$ cat src/kvp_pkg.sv
/*
  kvp_pkg: constants, register map, types and states for the keypad value
  entry panel.
  Assumes a 10 MHz system clock and a 32-bit AHB-Lite register bus.
*/
package kvp_pkg;

  // ==========================================================================
  // timing
  // ==========================================================================
  localparam int unsigned CLK_HZ         = 10_000_000;
  localparam int unsigned COMMIT_MS      = 2000;
  localparam int unsigned HOLD_MS        = 1000;
  localparam int unsigned REPEAT_MS      = 200;
  localparam int unsigned BLINK_MS       = 250;
  localparam int unsigned COMMIT_CYCLES  = CLK_HZ / 1000 * COMMIT_MS;
  localparam int unsigned HOLD_CYCLES    = CLK_HZ / 1000 * HOLD_MS;
  localparam int unsigned REPEAT_CYCLES  = CLK_HZ / 1000 * REPEAT_MS;
  localparam int unsigned BLINK_CYCLES   = CLK_HZ / 1000 * BLINK_MS;

  // ==========================================================================
  // register map (byte addresses)
  // ==========================================================================
  localparam logic [7:0] REG_CTRL    = 8'h00;
  localparam logic [7:0] REG_VALUE   = 8'h04;
  localparam logic [7:0] REG_LIMIT   = 8'h08;
  localparam logic [7:0] REG_STATUS  = 8'h0C;
  localparam logic [7:0] REG_COMMIT  = 8'h10;
  localparam logic [7:0] REG_LED     = 8'h14;

  // control field positions
  localparam int unsigned CTRL_RUN_BIT     = 0;
  localparam int unsigned CTRL_DIR_BIT     = 5;
  localparam int unsigned CTRL_DISP_BIT    = 2;
  localparam int unsigned CTRL_RXOK_BIT    = 3;
  localparam int unsigned CTRL_COLON_BIT   = 4;
  localparam int unsigned CTRL_UNIT_LSB    = 8;
  localparam int unsigned CTRL_MODE_LSB    = 12;
  localparam int unsigned CTRL_LISTMAX_LSB = 16;
  localparam int unsigned CTRL_HOSTR_BIT   = 20;

  // reset values
  localparam logic [31:0] CTRL_RESET  = 32'h0000_0000;
  localparam logic [15:0] VALUE_RESET = 16'h0000;
  localparam logic [1:0]  DP_RESET    = 2'h3;
  localparam logic [15:0] LIMIT_RESET = 16'h9999;

  // ==========================================================================
  // key codes
  // ==========================================================================
  localparam int unsigned N_DIGITS = 4;
  localparam int unsigned N_UNITS  = 6;

  // edit modes chosen by software for the value on show
  typedef enum logic [1:0] {
    KVP_MODE_DIGITS,
    KVP_MODE_LIST,
    KVP_MODE_UNITS
  } kvp_mode_t;

  // pump program state reported to the panel
  typedef enum logic [1:0] {
    KVP_PUMP_STOPPED,
    KVP_PUMP_RUNNING,
    KVP_PUMP_PAUSED
  } kvp_pump_t;

  // keypad inputs: four arrows, one function key and start/stop
  typedef struct packed {
    logic [3:0] arrow;
    logic       func;
    logic       start;
  } kvp_keys_t;

  // display drive
  typedef struct packed {
    logic [15:0] digits;
    logic [3:0]  dp;
    logic        colon;
    logic        triangle;
    logic        error;
    logic        blank;
  } kvp_disp_t;

  // commit event to the rest of the pump
  typedef struct packed {
    logic        strobe;
    logic        save_nv;
    logic [15:0] value;
    logic [1:0]  dp;
  } kvp_commit_t;

endpackage : kvp_pkg

$ cat src/kvp_panel.sv
/*
  kvp_panel: front-panel value entry, display and indicator logic.
  Assumes key inputs are already debounced pins, synchronised here, and that
  software loads the shown value and limits over the AHB-Lite slave.
*/
// Chosen here: register access over AHB-Lite and the register offsets.
`timescale 1ns/1ns

module kvp_panel
  import kvp_pkg::*;
(
  // clock and reset
  input  wire logic                 clock,
  input  wire logic                 rst,
  // ahb-lite slave
  input  wire logic                 hsel,
  input  wire logic [7:0]           haddr,
  input  wire logic [1:0]           htrans,
  input  wire logic                 hwrite,
  input  wire logic [2:0]           hsize,
  input  wire logic [31:0]          hwdata,
  input  wire logic                 hready,
  output logic      [31:0]          hrdata,
  output logic                      hreadyout,
  output logic                      hresp,
  // keypad pins
  input  wire kvp_pkg::kvp_keys_t   keys,
  // pump side
  input  wire logic                 host_rate_write,
  input  wire logic                 phase_end,
  output kvp_pkg::kvp_disp_t        disp,
  output logic      [7:0]           leds,
  output kvp_pkg::kvp_commit_t      commit,
  output logic                      restart_phase1
);
  import kvp_pkg::*;

  // ==========================================================================
  // helpers
  // ==========================================================================
  function automatic logic [3:0] bcd_inc(input logic [3:0] d);
    bcd_inc = (d == 4'h9) ? 4'h0 : 4'(d + 4'h1);
  endfunction : bcd_inc

  function automatic logic [3:0] dp_onehot(input logic [1:0] pos);
    // the right-most position stays dark: whole number
    dp_onehot = (pos == 2'h3) ? 4'h0 : 4'(4'h8 >> pos);
  endfunction : dp_onehot

  // ==========================================================================
  // key synchronisers and edges
  // ==========================================================================
  kvp_keys_t key_meta;
  kvp_keys_t key_sync;
  kvp_keys_t key_prev;

  always_ff @(posedge clock)
  begin
    if (rst)
    begin
      key_meta <= '0;
      key_sync <= '0;
      key_prev <= '0;
    end
    else
    begin
      key_meta <= keys;
      key_sync <= key_meta;
      key_prev <= key_sync;
    end
  end

  logic [3:0] arrow_rise;
  logic       func_rise;
  logic       start_rise;
  logic       any_rise;
  assign arrow_rise = key_sync.arrow & ~key_prev.arrow;
  assign func_rise  = key_sync.func  & ~key_prev.func;
  assign start_rise = key_sync.start & ~key_prev.start;
  assign any_rise   = (|arrow_rise) | func_rise | start_rise;

  // ==========================================================================
  // registers
  // ==========================================================================
  logic [31:0] ctrl;
  logic [15:0] shown;
  logic [1:0]  shown_dp;
  logic [15:0] limit;
  logic [31:0] next_ctrl;
  logic [15:0] next_limit;
  logic        ph_write;
  logic [7:0]  ph_addr;
  logic        load_shown;

  kvp_pump_t pump;
  kvp_mode_t mode;
  logic [2:0] unit_sel;
  logic [3:0] list_max;
  assign pump     = kvp_pump_t'(ctrl[CTRL_RUN_BIT+1 -: 2]);
  assign mode     = kvp_mode_t'(ctrl[CTRL_MODE_LSB +: 2]);
  assign list_max = ctrl[CTRL_LISTMAX_LSB +: 4];

  // ==========================================================================
  // edit state machine
  // ==========================================================================
  typedef enum logic [1:0] { ST_SHOW, ST_EDIT, ST_ERROR } kvp_state_t;

  kvp_state_t  state;
  kvp_state_t  next_state;
  logic [15:0] edit;
  logic [15:0] next_edit;
  logic [1:0]  edit_dp;
  logic [1:0]  next_edit_dp;
  logic [2:0]  edit_unit;
  logic [2:0]  next_edit_unit;
  logic [24:0] idle_cnt;
  logic [24:0] next_idle_cnt;
  logic [24:0] hold_cnt;
  logic [24:0] next_hold_cnt;
  logic [24:0] rep_cnt;
  logic [24:0] next_rep_cnt;
  logic        blink_req;
  logic        next_blink_req;
  logic        do_commit;
  logic [3:0]  step;
  logic        held_long;
  logic        dp_walk;
  logic        next_dp_walk;

  // held-key repeat: first step on the press, then one per repeat period
  assign held_long = (hold_cnt >= 25'(HOLD_CYCLES));
  always_comb
  begin
    step = arrow_rise;
    if (rep_cnt == 25'(REPEAT_CYCLES - 1))
      step = step | key_sync.arrow;
  end

  always_comb
  begin
    next_state     = state;
    next_edit      = edit;
    next_edit_dp   = edit_dp;
    next_edit_unit = edit_unit;
    next_idle_cnt  = idle_cnt;
    next_hold_cnt  = key_sync.arrow[3] ? 25'(hold_cnt + ((held_long) ? 25'h0 : 25'h1)) : 25'h0;
    next_rep_cnt   = (|key_sync.arrow && rep_cnt != 25'(REPEAT_CYCLES - 1)) ? 25'(rep_cnt + 25'h1) : 25'h0;
    next_blink_req = 1'b0;
    do_commit      = 1'b0;
    next_dp_walk   = dp_walk && key_sync.arrow[3]; // releasing the left key ends the walk
    unique case (state)
      ST_SHOW:
      begin
        // a function key only redisplays the current value
        next_edit      = shown;
        next_edit_dp   = shown_dp;
        next_edit_unit = unit_sel;
        if (|step)
        begin
          next_state    = ST_EDIT;
          next_idle_cnt = 25'h0;
        end
      end
      ST_EDIT:
      begin
        next_idle_cnt = 25'(idle_cnt + 25'h1);
        if (func_rise | start_rise | (idle_cnt == 25'(COMMIT_CYCLES - 1)))
        begin
          do_commit  = 1'b1;
          next_state = ST_SHOW;
        end
        else if (|step)
          next_idle_cnt = 25'h0;
      end
      ST_ERROR:
      begin
        // any key clears the message; shown was never overwritten
        if (any_rise)
          next_state = ST_SHOW;
      end
    endcase

    // apply steps to the edit copy (first step also, from show state)
    if (state != ST_ERROR && |step)
    begin
      if (state == ST_SHOW)
      begin
        next_edit    = shown;
        next_edit_dp = shown_dp;
      end
      unique case (mode)
        KVP_MODE_UNITS:
          next_edit_unit = (edit_unit == 3'(N_UNITS - 1)) ? 3'h0 : 3'(edit_unit + 3'h1);
        KVP_MODE_LIST:
          next_edit[3:0] = (edit[3:0] >= list_max) ? 4'h0 : 4'(edit[3:0] + 4'h1);
        default:
        begin
          // adjacent pairs toggle the point between them
          if (arrow_rise != 4'h0 && $countones(key_sync.arrow) == 2)
          begin
            for (int i = 0; i < 3; i++)
              if (key_sync.arrow[3-i] && key_sync.arrow[2-i])
                next_edit_dp = (edit_dp == 2'(i)) ? 2'h3 : 2'(i);
          end
          else
          begin
            for (int i = 0; i < 4; i++)
              if (step[i] && !(i == 3 && dp_walk))
                next_edit[i*4 +: 4] = bcd_inc(next_edit[i*4 +: 4]);
            // left key held: once its digit has wrapped, every further step walks the point
            if (step[3] && dp_walk)
              next_edit_dp = 2'(next_edit_dp + 2'h1);
            else if (step[3] && held_long && next_edit[15:12] == 4'h0)
              next_dp_walk = 1'b1;
          end
        end
      endcase
    end

    if (do_commit)
    begin
      if (edit > limit)
        next_state = ST_ERROR;
      else
        next_blink_req = (edit != shown) || (edit_dp != shown_dp) || (edit_unit != unit_sel);
    end
  end

  always_ff @(posedge clock)
  begin
    if (rst)
    begin
      state     <= ST_SHOW;
      edit      <= VALUE_RESET;
      edit_dp   <= DP_RESET;
      edit_unit <= 3'h0;
      idle_cnt  <= 25'h0;
      hold_cnt  <= 25'h0;
      rep_cnt   <= 25'h0;
      blink_req <= 1'b0;
      dp_walk   <= 1'b0;
    end
    else
    begin
      dp_walk   <= next_dp_walk;
      state     <= next_state;
      edit      <= next_edit;
      edit_dp   <= next_edit_dp;
      edit_unit <= next_edit_unit;
      idle_cnt  <= next_idle_cnt;
      hold_cnt  <= next_hold_cnt;
      rep_cnt   <= next_rep_cnt;
      blink_req <= next_blink_req;
    end
  end

  logic commit_ok;
  assign commit_ok = do_commit && !(edit > limit);

  // ==========================================================================
  // shown value, unit, commit output
  // ==========================================================================
  logic [15:0]  next_shown;
  logic [1:0]   next_shown_dp;
  logic [2:0]   next_unit_sel;
  kvp_commit_t  next_commit;

  always_comb
  begin
    next_shown    = shown;
    next_shown_dp = shown_dp;
    next_unit_sel = unit_sel;
    next_commit   = '0;
    if (commit_ok)
    begin
      next_shown          = edit;
      next_shown_dp       = edit_dp;
      next_unit_sel       = edit_unit;
      next_commit.strobe  = 1'b1;
      next_commit.save_nv = 1'b1;
      next_commit.value   = edit;
      next_commit.dp      = edit_dp;
    end
    else if (load_shown)
    begin
      next_shown         = hwdata[15:0];
      next_shown_dp      = hwdata[17:16];
      next_commit.strobe = ctrl[CTRL_HOSTR_BIT];
      // host rate change during a run is applied but not stored
      next_commit.save_nv = !(host_rate_write && pump == KVP_PUMP_RUNNING);
      next_commit.value   = hwdata[15:0];
      next_commit.dp      = hwdata[17:16];
    end
    if (ph_write && ph_addr == REG_CTRL)
      next_unit_sel = hwdata[CTRL_UNIT_LSB +: 3];
  end

  always_ff @(posedge clock)
  begin
    if (rst)
    begin
      shown    <= VALUE_RESET;
      shown_dp <= DP_RESET;
      unit_sel <= 3'h0;
      commit   <= '0;
    end
    else
    begin
      shown    <= next_shown;
      shown_dp <= next_shown_dp;
      unit_sel <= next_unit_sel;
      commit   <= next_commit;
    end
  end

  // ==========================================================================
  // blink timers and start/stop
  // ==========================================================================
  logic [21:0] blink_cnt;
  logic        blink_phase;
  logic [3:0]  flash_left;
  logic [21:0] next_blink_cnt;
  logic        next_blink_phase;
  logic [3:0]  next_flash_left;
  logic        next_restart;

  always_comb
  begin
    next_blink_cnt   = (blink_cnt == 22'(BLINK_CYCLES - 1)) ? 22'h0 : 22'(blink_cnt + 22'h1);
    next_blink_phase = (blink_cnt == 22'(BLINK_CYCLES - 1)) ? ~blink_phase : blink_phase;
    next_flash_left  = flash_left;
    if (blink_req)
      next_flash_left = 4'h4;
    else if (blink_cnt == 22'(BLINK_CYCLES - 1) && flash_left != 4'h0)
      next_flash_left = 4'(flash_left - 4'h1);
    // start from a full stop begins again at phase 1; paused resumes
    next_restart = start_rise && (pump == KVP_PUMP_STOPPED);
  end

  always_ff @(posedge clock)
  begin
    if (rst)
    begin
      blink_cnt      <= 22'h0;
      blink_phase    <= 1'b0;
      flash_left     <= 4'h0;
      restart_phase1 <= 1'b0;
    end
    else
    begin
      blink_cnt      <= next_blink_cnt;
      blink_phase    <= next_blink_phase;
      flash_left     <= next_flash_left;
      restart_phase1 <= next_restart;
    end
  end

  // ==========================================================================
  // display and leds
  // ==========================================================================
  logic [4:0] unit_leds;
  logic [2:0] unit_now;
  assign unit_now = (state == ST_SHOW) ? unit_sel : edit_unit;

  // leds 0..4: mm, ml, ul, min, hr; rates light a pair
  always_comb
  begin
    unique case (unit_now)
      3'h0:    unit_leds = 5'b00001;
      3'h1:    unit_leds = 5'b00010;
      3'h2:    unit_leds = 5'b01010;
      3'h3:    unit_leds = 5'b10010;
      3'h4:    unit_leds = 5'b01100;
      3'h5:    unit_leds = 5'b10100;
      default: unit_leds = 5'b00000;
    endcase
  end

  always_ff @(posedge clock)
  begin
    if (rst)
    begin
      disp <= '0;
      leds <= 8'h00;
    end
    else
    begin
      disp.digits   <= (state == ST_SHOW) ? shown : edit;
      disp.dp       <= dp_onehot((state == ST_SHOW) ? shown_dp : edit_dp);
      disp.colon    <= ctrl[CTRL_COLON_BIT];
      disp.triangle <= ctrl[CTRL_RXOK_BIT];
      disp.error    <= (state == ST_ERROR);
      disp.blank    <= (flash_left != 4'h0) && blink_phase;
      leds[4:0]     <= (state == ST_EDIT && blink_phase) ? 5'h00 : unit_leds;
      leds[5]       <= ctrl[CTRL_DISP_BIT];
      leds[6]       <= ctrl[CTRL_DIR_BIT];
      leds[7]       <= (pump == KVP_PUMP_RUNNING) ||
                       (pump == KVP_PUMP_PAUSED && blink_phase);
    end
  end

  // ==========================================================================
  // ahb-lite slave, zero wait states
  // ==========================================================================
  logic [31:0] next_hrdata;

  always_comb
  begin
    next_ctrl  = ctrl;
    next_limit = limit;
    load_shown = 1'b0;
    if (ph_write)
      unique case (ph_addr)
        REG_CTRL:  next_ctrl  = hwdata;
        REG_LIMIT: next_limit = hwdata[15:0];
        REG_VALUE: load_shown = 1'b1;
        default:   ;
      endcase
    // a finished phase with nothing left ends the run
    if (phase_end)
      next_ctrl[CTRL_RUN_BIT+1 -: 2] = 2'(KVP_PUMP_STOPPED);
    unique case (haddr)
      REG_CTRL:   next_hrdata = ctrl;
      REG_VALUE:  next_hrdata = {14'h0, shown_dp, shown};
      REG_LIMIT:  next_hrdata = {16'h0, limit};
      REG_STATUS: next_hrdata = {24'h0, leds[7:6], 1'b0, unit_sel, state};
      REG_COMMIT: next_hrdata = {14'h0, commit.dp, commit.value};
      REG_LED:    next_hrdata = {24'h0, leds};
      default:    next_hrdata = 32'h0000_0000;
    endcase
  end

  always_ff @(posedge clock)
  begin
    if (rst)
    begin
      ctrl     <= CTRL_RESET;
      limit    <= LIMIT_RESET;
      ph_write <= 1'b0;
      ph_addr  <= 8'h00;
      hrdata   <= 32'h0000_0000;
    end
    else
    begin
      ctrl     <= next_ctrl;
      limit    <= next_limit;
      ph_write <= hsel && hready && htrans[1] && hwrite;
      ph_addr  <= haddr;
      if (hsel && hready && htrans[1] && !hwrite)
        hrdata <= next_hrdata;
    end
  end

  assign hreadyout = 1'b1;
  assign hresp     = 1'b0;

  // ==========================================================================
  // checks
  // ==========================================================================
  a_commit_timeout: assert property (@(posedge clock) disable iff (rst)
    (state == ST_EDIT && idle_cnt == 25'(COMMIT_CYCLES - 1) && !(|step)) |=> state != ST_EDIT)
    else $error("edit did not end at timeout");
  a_error_clears: assert property (@(posedge clock) disable iff (rst)
    (state == ST_ERROR && any_rise) |=> (state == ST_SHOW && $stable(shown)))
    else $error("error not cleared by key");
  a_blink_valid: assert property (@(posedge clock) disable iff (rst)
    blink_req |-> $past(do_commit) && !$past(edit > limit))
    else $error("blink without valid commit");
  a_right_dp_dark: assert property (@(posedge clock) disable iff (rst)
    disp.dp[0] == 1'b0)
    else $error("right-most point lit");
  a_pump_led: assert property (@(posedge clock) disable iff (rst)
    (pump == KVP_PUMP_RUNNING) ##1 (pump == KVP_PUMP_RUNNING) |-> leds[7])
    else $error("pumping led off while running");
  a_digit_wrap: assert property (@(posedge clock) disable iff (rst)
    (state == ST_EDIT && mode == KVP_MODE_DIGITS && step == 4'h1 && edit[3:0] == 4'h9) |=> edit[3:0] == 4'h0)
    else $error("digit did not wrap");
  a_restart_stop: assert property (@(posedge clock) disable iff (rst)
    restart_phase1 |-> $past(start_rise) && $past(pump) == KVP_PUMP_STOPPED)
    else $error("restart when not stopped");
  a_unit_wrap: assert property (@(posedge clock) disable iff (rst)
    (state == ST_EDIT && mode == KVP_MODE_UNITS && |step && edit_unit == 3'(N_UNITS - 1)) |=> edit_unit == 3'h0)
    else $error("unit did not wrap");

endmodule : kvp_panel

$ cat config.mk
export PLATFORM = sky130hd
export DESIGN_NAME = kvp_panel
export DESIGN_NICKNAME = d
export VERILOG_FILES = /design/src/kvp_pkg.sv /design/src/kvp_panel.sv
export SDC_FILE = /design/constraint.sdc
export NUM_CORES = 1
export LEC_CHECK = 0
export BUFFER_PORTS_ARGS = -buffer_cell sky130_fd_sc_hd__buf_2
export CORE_MARGIN = 5
export CORE_UTILIZATION = 59
export CTS_BUF_LIST = sky130_fd_sc_hd__clkbuf_8
export CTS_CLUSTER_DIAMETER = 30
export DETAILED_ROUTE_END_ITERATION = 16
export PLACE_DENSITY = 0.8
export SYNTH_ARGS = -nofsm -noshare
export SYNTH_HDL_FRONTEND = slang
export SYNTH_SLANG_ARGS = --single-unit
$ cat constraint.sdc
create_clock -name clock -period 3.6 [get_ports clock]
set_clock_uncertainty 0.05 [all_clocks]
set_input_delay 0.18 -clock clock [delete_from_list [all_inputs] [get_ports clock]]
set_output_delay 0.18 -clock clock [all_outputs]
set_load 0.02 [all_outputs]
==> reports/metrics.cfg <==
[run_status]
status=finished clean

[timing]
finalHoldViolCount=0
finalMaxSlewViolations=0
setup_tns_ns=0
fmax_mhz=310.6
finalCritPeriodShare=0.8944
max_slew_margin=0.2953
period_minus_slack_ns=3.220
layout_setup_ws_ns=0.3802
tightest_slew_ns=1.054
setup_viol=0
whs_ns=0.03207
rsz0062_at_grt=no

[min_path]
hold_path_class=input port to flop
hold_start=rst

[global_route]
grt.overflow.total=0
grt.total_usage=0.2617
grt_pass1_vias=12008
grt_start_max_net_pins=103
antenna_found_initial=0
grt_pass1_wl_um=59140

[synthesis]
yosys.area.top_type_share=0.4374
netlist_instances=1611
synth_ff_type=dfxtp_1
avgSynthCellArea_sq_um=8.751
synth_edf_count=0
synth_seq_cells=308
ys_top_cells_by_area=dfxtp_1, mux2i_1, nor2_1, a21oi_1, nand2_1
async_flop_share=0
synth_fp_nets=1708
synth.distinct_cells=82
yosys_warnings=0
synth_top_area_cell=dfxtp_1
ys_seq_area_frac=0.4374
synth_area_sq_um=14100

[critical_path]
critPathMaxFanout=6
slowest_delay_ns=0.43
cp.required_ns=4.03
cp_data_arrival_time_ns=3.65
cp-start-kind=flop
crit_type=flop to flop
startpoint=hold_cnt[8]
cpMaxStageDelayCell=nor2_1
cp_common_cell=nor2_1
path_cells=nor2_1, o21bai_1, a211o_1, a2111oi_0, o21ai_0, a21oi_1, ha_1, and3_1, nand3_1, nor2_1, and2_1, xnor2_1, nor2_1
crit_path_end_kind=flop
crit_family=simple AND/OR/NAND/NOR gates
rr_startpoint=hold_cnt[8]
crit_buf_inv=0

[placed_design]
hpwl_um=23510
dp_cells=1998
pre_cts_slack_ns=0.3959
port_buffers=138
globalplace.congestion=0.8997

[flow_run]
cap_violations=0

[final_layout]
fillCellCount=1774
layout-drive-gt1-share=0.1685
final_common_cell=dfxtp_1
layout_common_cells=dfxtp_1, nor2_1, nand2_1, buf_2, a21oi_1
fin_nets=1886
syn_to_final_growth_pct=19.16
regArea_sq_um=6166
num_antenna_cells=0
final_cells=2153
multi_input_area_sq_um=7382

[routing]
drt_pre_antenna_iters=5
drc=0
avgRoutedWirePerCell_um=16.77
routed_via_density=5.717
vias=12309
finalWirelength_um=36110
antenna_left=0
drt_iter0_markers=1108

[clocking]
clk_latency_ns=0.60
path_clk_slew_ns=0.06
postCtsSetupBuffers=0
tritoncts=yes
cts_htree_levels=2
cts.sinks=308
cts_made_buffers=58
cts-root-buf=clkbuf_8
clockBufferDepth=3

[floorplanning]
core.rowCount=56
die-area_sq_um=27080
start_util=0.6006
core_sq_um=23470
die_h_um=164.6
die_w_um=164.6
pin_count=145

[pwr]
vdd_drop_max_mv=0.3149
p_per_area_nw_per_um2=450.8
power.leakage_nw=6.748

==> Yosys cell counts (all sizes together) (3+ instances only) <==
| cell type | count |
|---|---|
| a41o | 4 |
| mux2i | 78 |
| nand3b | 22 |
| nor4 | 15 |
| a221o | 12 |
| xnor2 | 57 |
| nand2 | 163 |
| nor2b | 41 |
| and2 | 4 |
| buf | 20 |
| o21ai | 28 |
| ha | 38 |
| clkbuf | 71 |
| xor2 | 58 |
| nor4b | 8 |
| a21o | 8 |
| nor2 | 191 |
| o211ai | 4 |
| nor3b | 8 |
| nand3 | 61 |
| or2 | 24 |
| and3 | 17 |
| nand2b | 17 |
| and4 | 4 |
| inv | 54 |
| a31oi | 3 |
| a211o | 4 |
| nand4 | 18 |
| a2111oi | 12 |
| a21oi | 125 |
| nor3 | 27 |
| a22oi | 12 |
| o22ai | 7 |
| or4 | 4 |
| mux2 | 14 |
| a211oi | 13 |
| dfxtp | 308 |
| or3 | 17 |
==> power breakdown <==
group | switching, W | leakage, nW | internal, W | total (W)
combinational | 0.000242 | 3.58 | 0.000163 | 0.000404
clock | 0.00152 | 0.675 | 0.00217 | 0.00370
sequential | 0.0000295 | 2.49 | 0.00344 | 0.00347
total | 0.00179 | 6.75 | 0.00578 | 0.00757
==> sequential cells by signal, indices dropped and copies added (netlist names), 6 cells and up <==
register / cells
limit: 16
rep_cnt: 25
idle_cnt: 25
hrdata: 32
key_meta: 6
commit: 20
ph_addr: 8
key_prev: 6
disp: 24
ctrl: 32
shown: 16
hold_cnt: 25
key_sync: 6
leds: 8
blink_cnt: 22
edit: 16
==> through the flow <==
stage                 util  total power (W)  area (sq um)
finish              0.7157         0.007573         16800
global route        0.7157         0.007836         16800
CTS                 0.7157         0.007616         16800
floorplan                -         0.003788         14100
detailed placement  0.6392         0.003901         15000
global placement    0.6392         0.003894         15000
==> metal layers <==
layer	global-route usage	share of wire
met5	0	0
met4	0.08885	0.027
met3	0.04941	0.086
met2	0.4415	0.47
met1	0.3377	0.42
==> timing repair <==
item | CTS | global route
hold endpoints to repair | 98 | 0
hold buffers | 50 | 0
resized for setup | 0 | 0
==> final cells by class <==
| class | instances | share of cell area |
|---|---|---|
| clock inverter | 37 | 0.02130 |
| tap | 319 | 0.02376 |
| sequential | 308 | 0.3670 |
| timing repair buffer | 209 | 0.08066 |
| clock buffer | 68 | 0.05571 |
| inverter | 54 | 0.01207 |
| multi-input combinational | 1158 | 0.4394 |
==> kinds of logic after synthesis <==
family | after synthesis | synth area share
simple gates | 649 | 0.2269
buf+inv | 145 | 0.04074
flops | 308 | 0.4374
xor+xnor | 115 | 0.07145
compound gates | 261 | 0.1213
other cells | 2 | 0.0005327
mux | 92 | 0.06657
fa+ha+maj | 39 | 0.03515
==> worst paths after layout <==
path	end	slack, ns	cells after the start
worst max-delay path	hold_cnt[23]	0.38	13
worst min-delay path	key_prev[3]	0.03	2
worst max register to register	hold_cnt[23]	0.38	13
worst min register to register	key_sync[0]	0.38	1
Note: power is estimated with default switching activity, not from simulation.
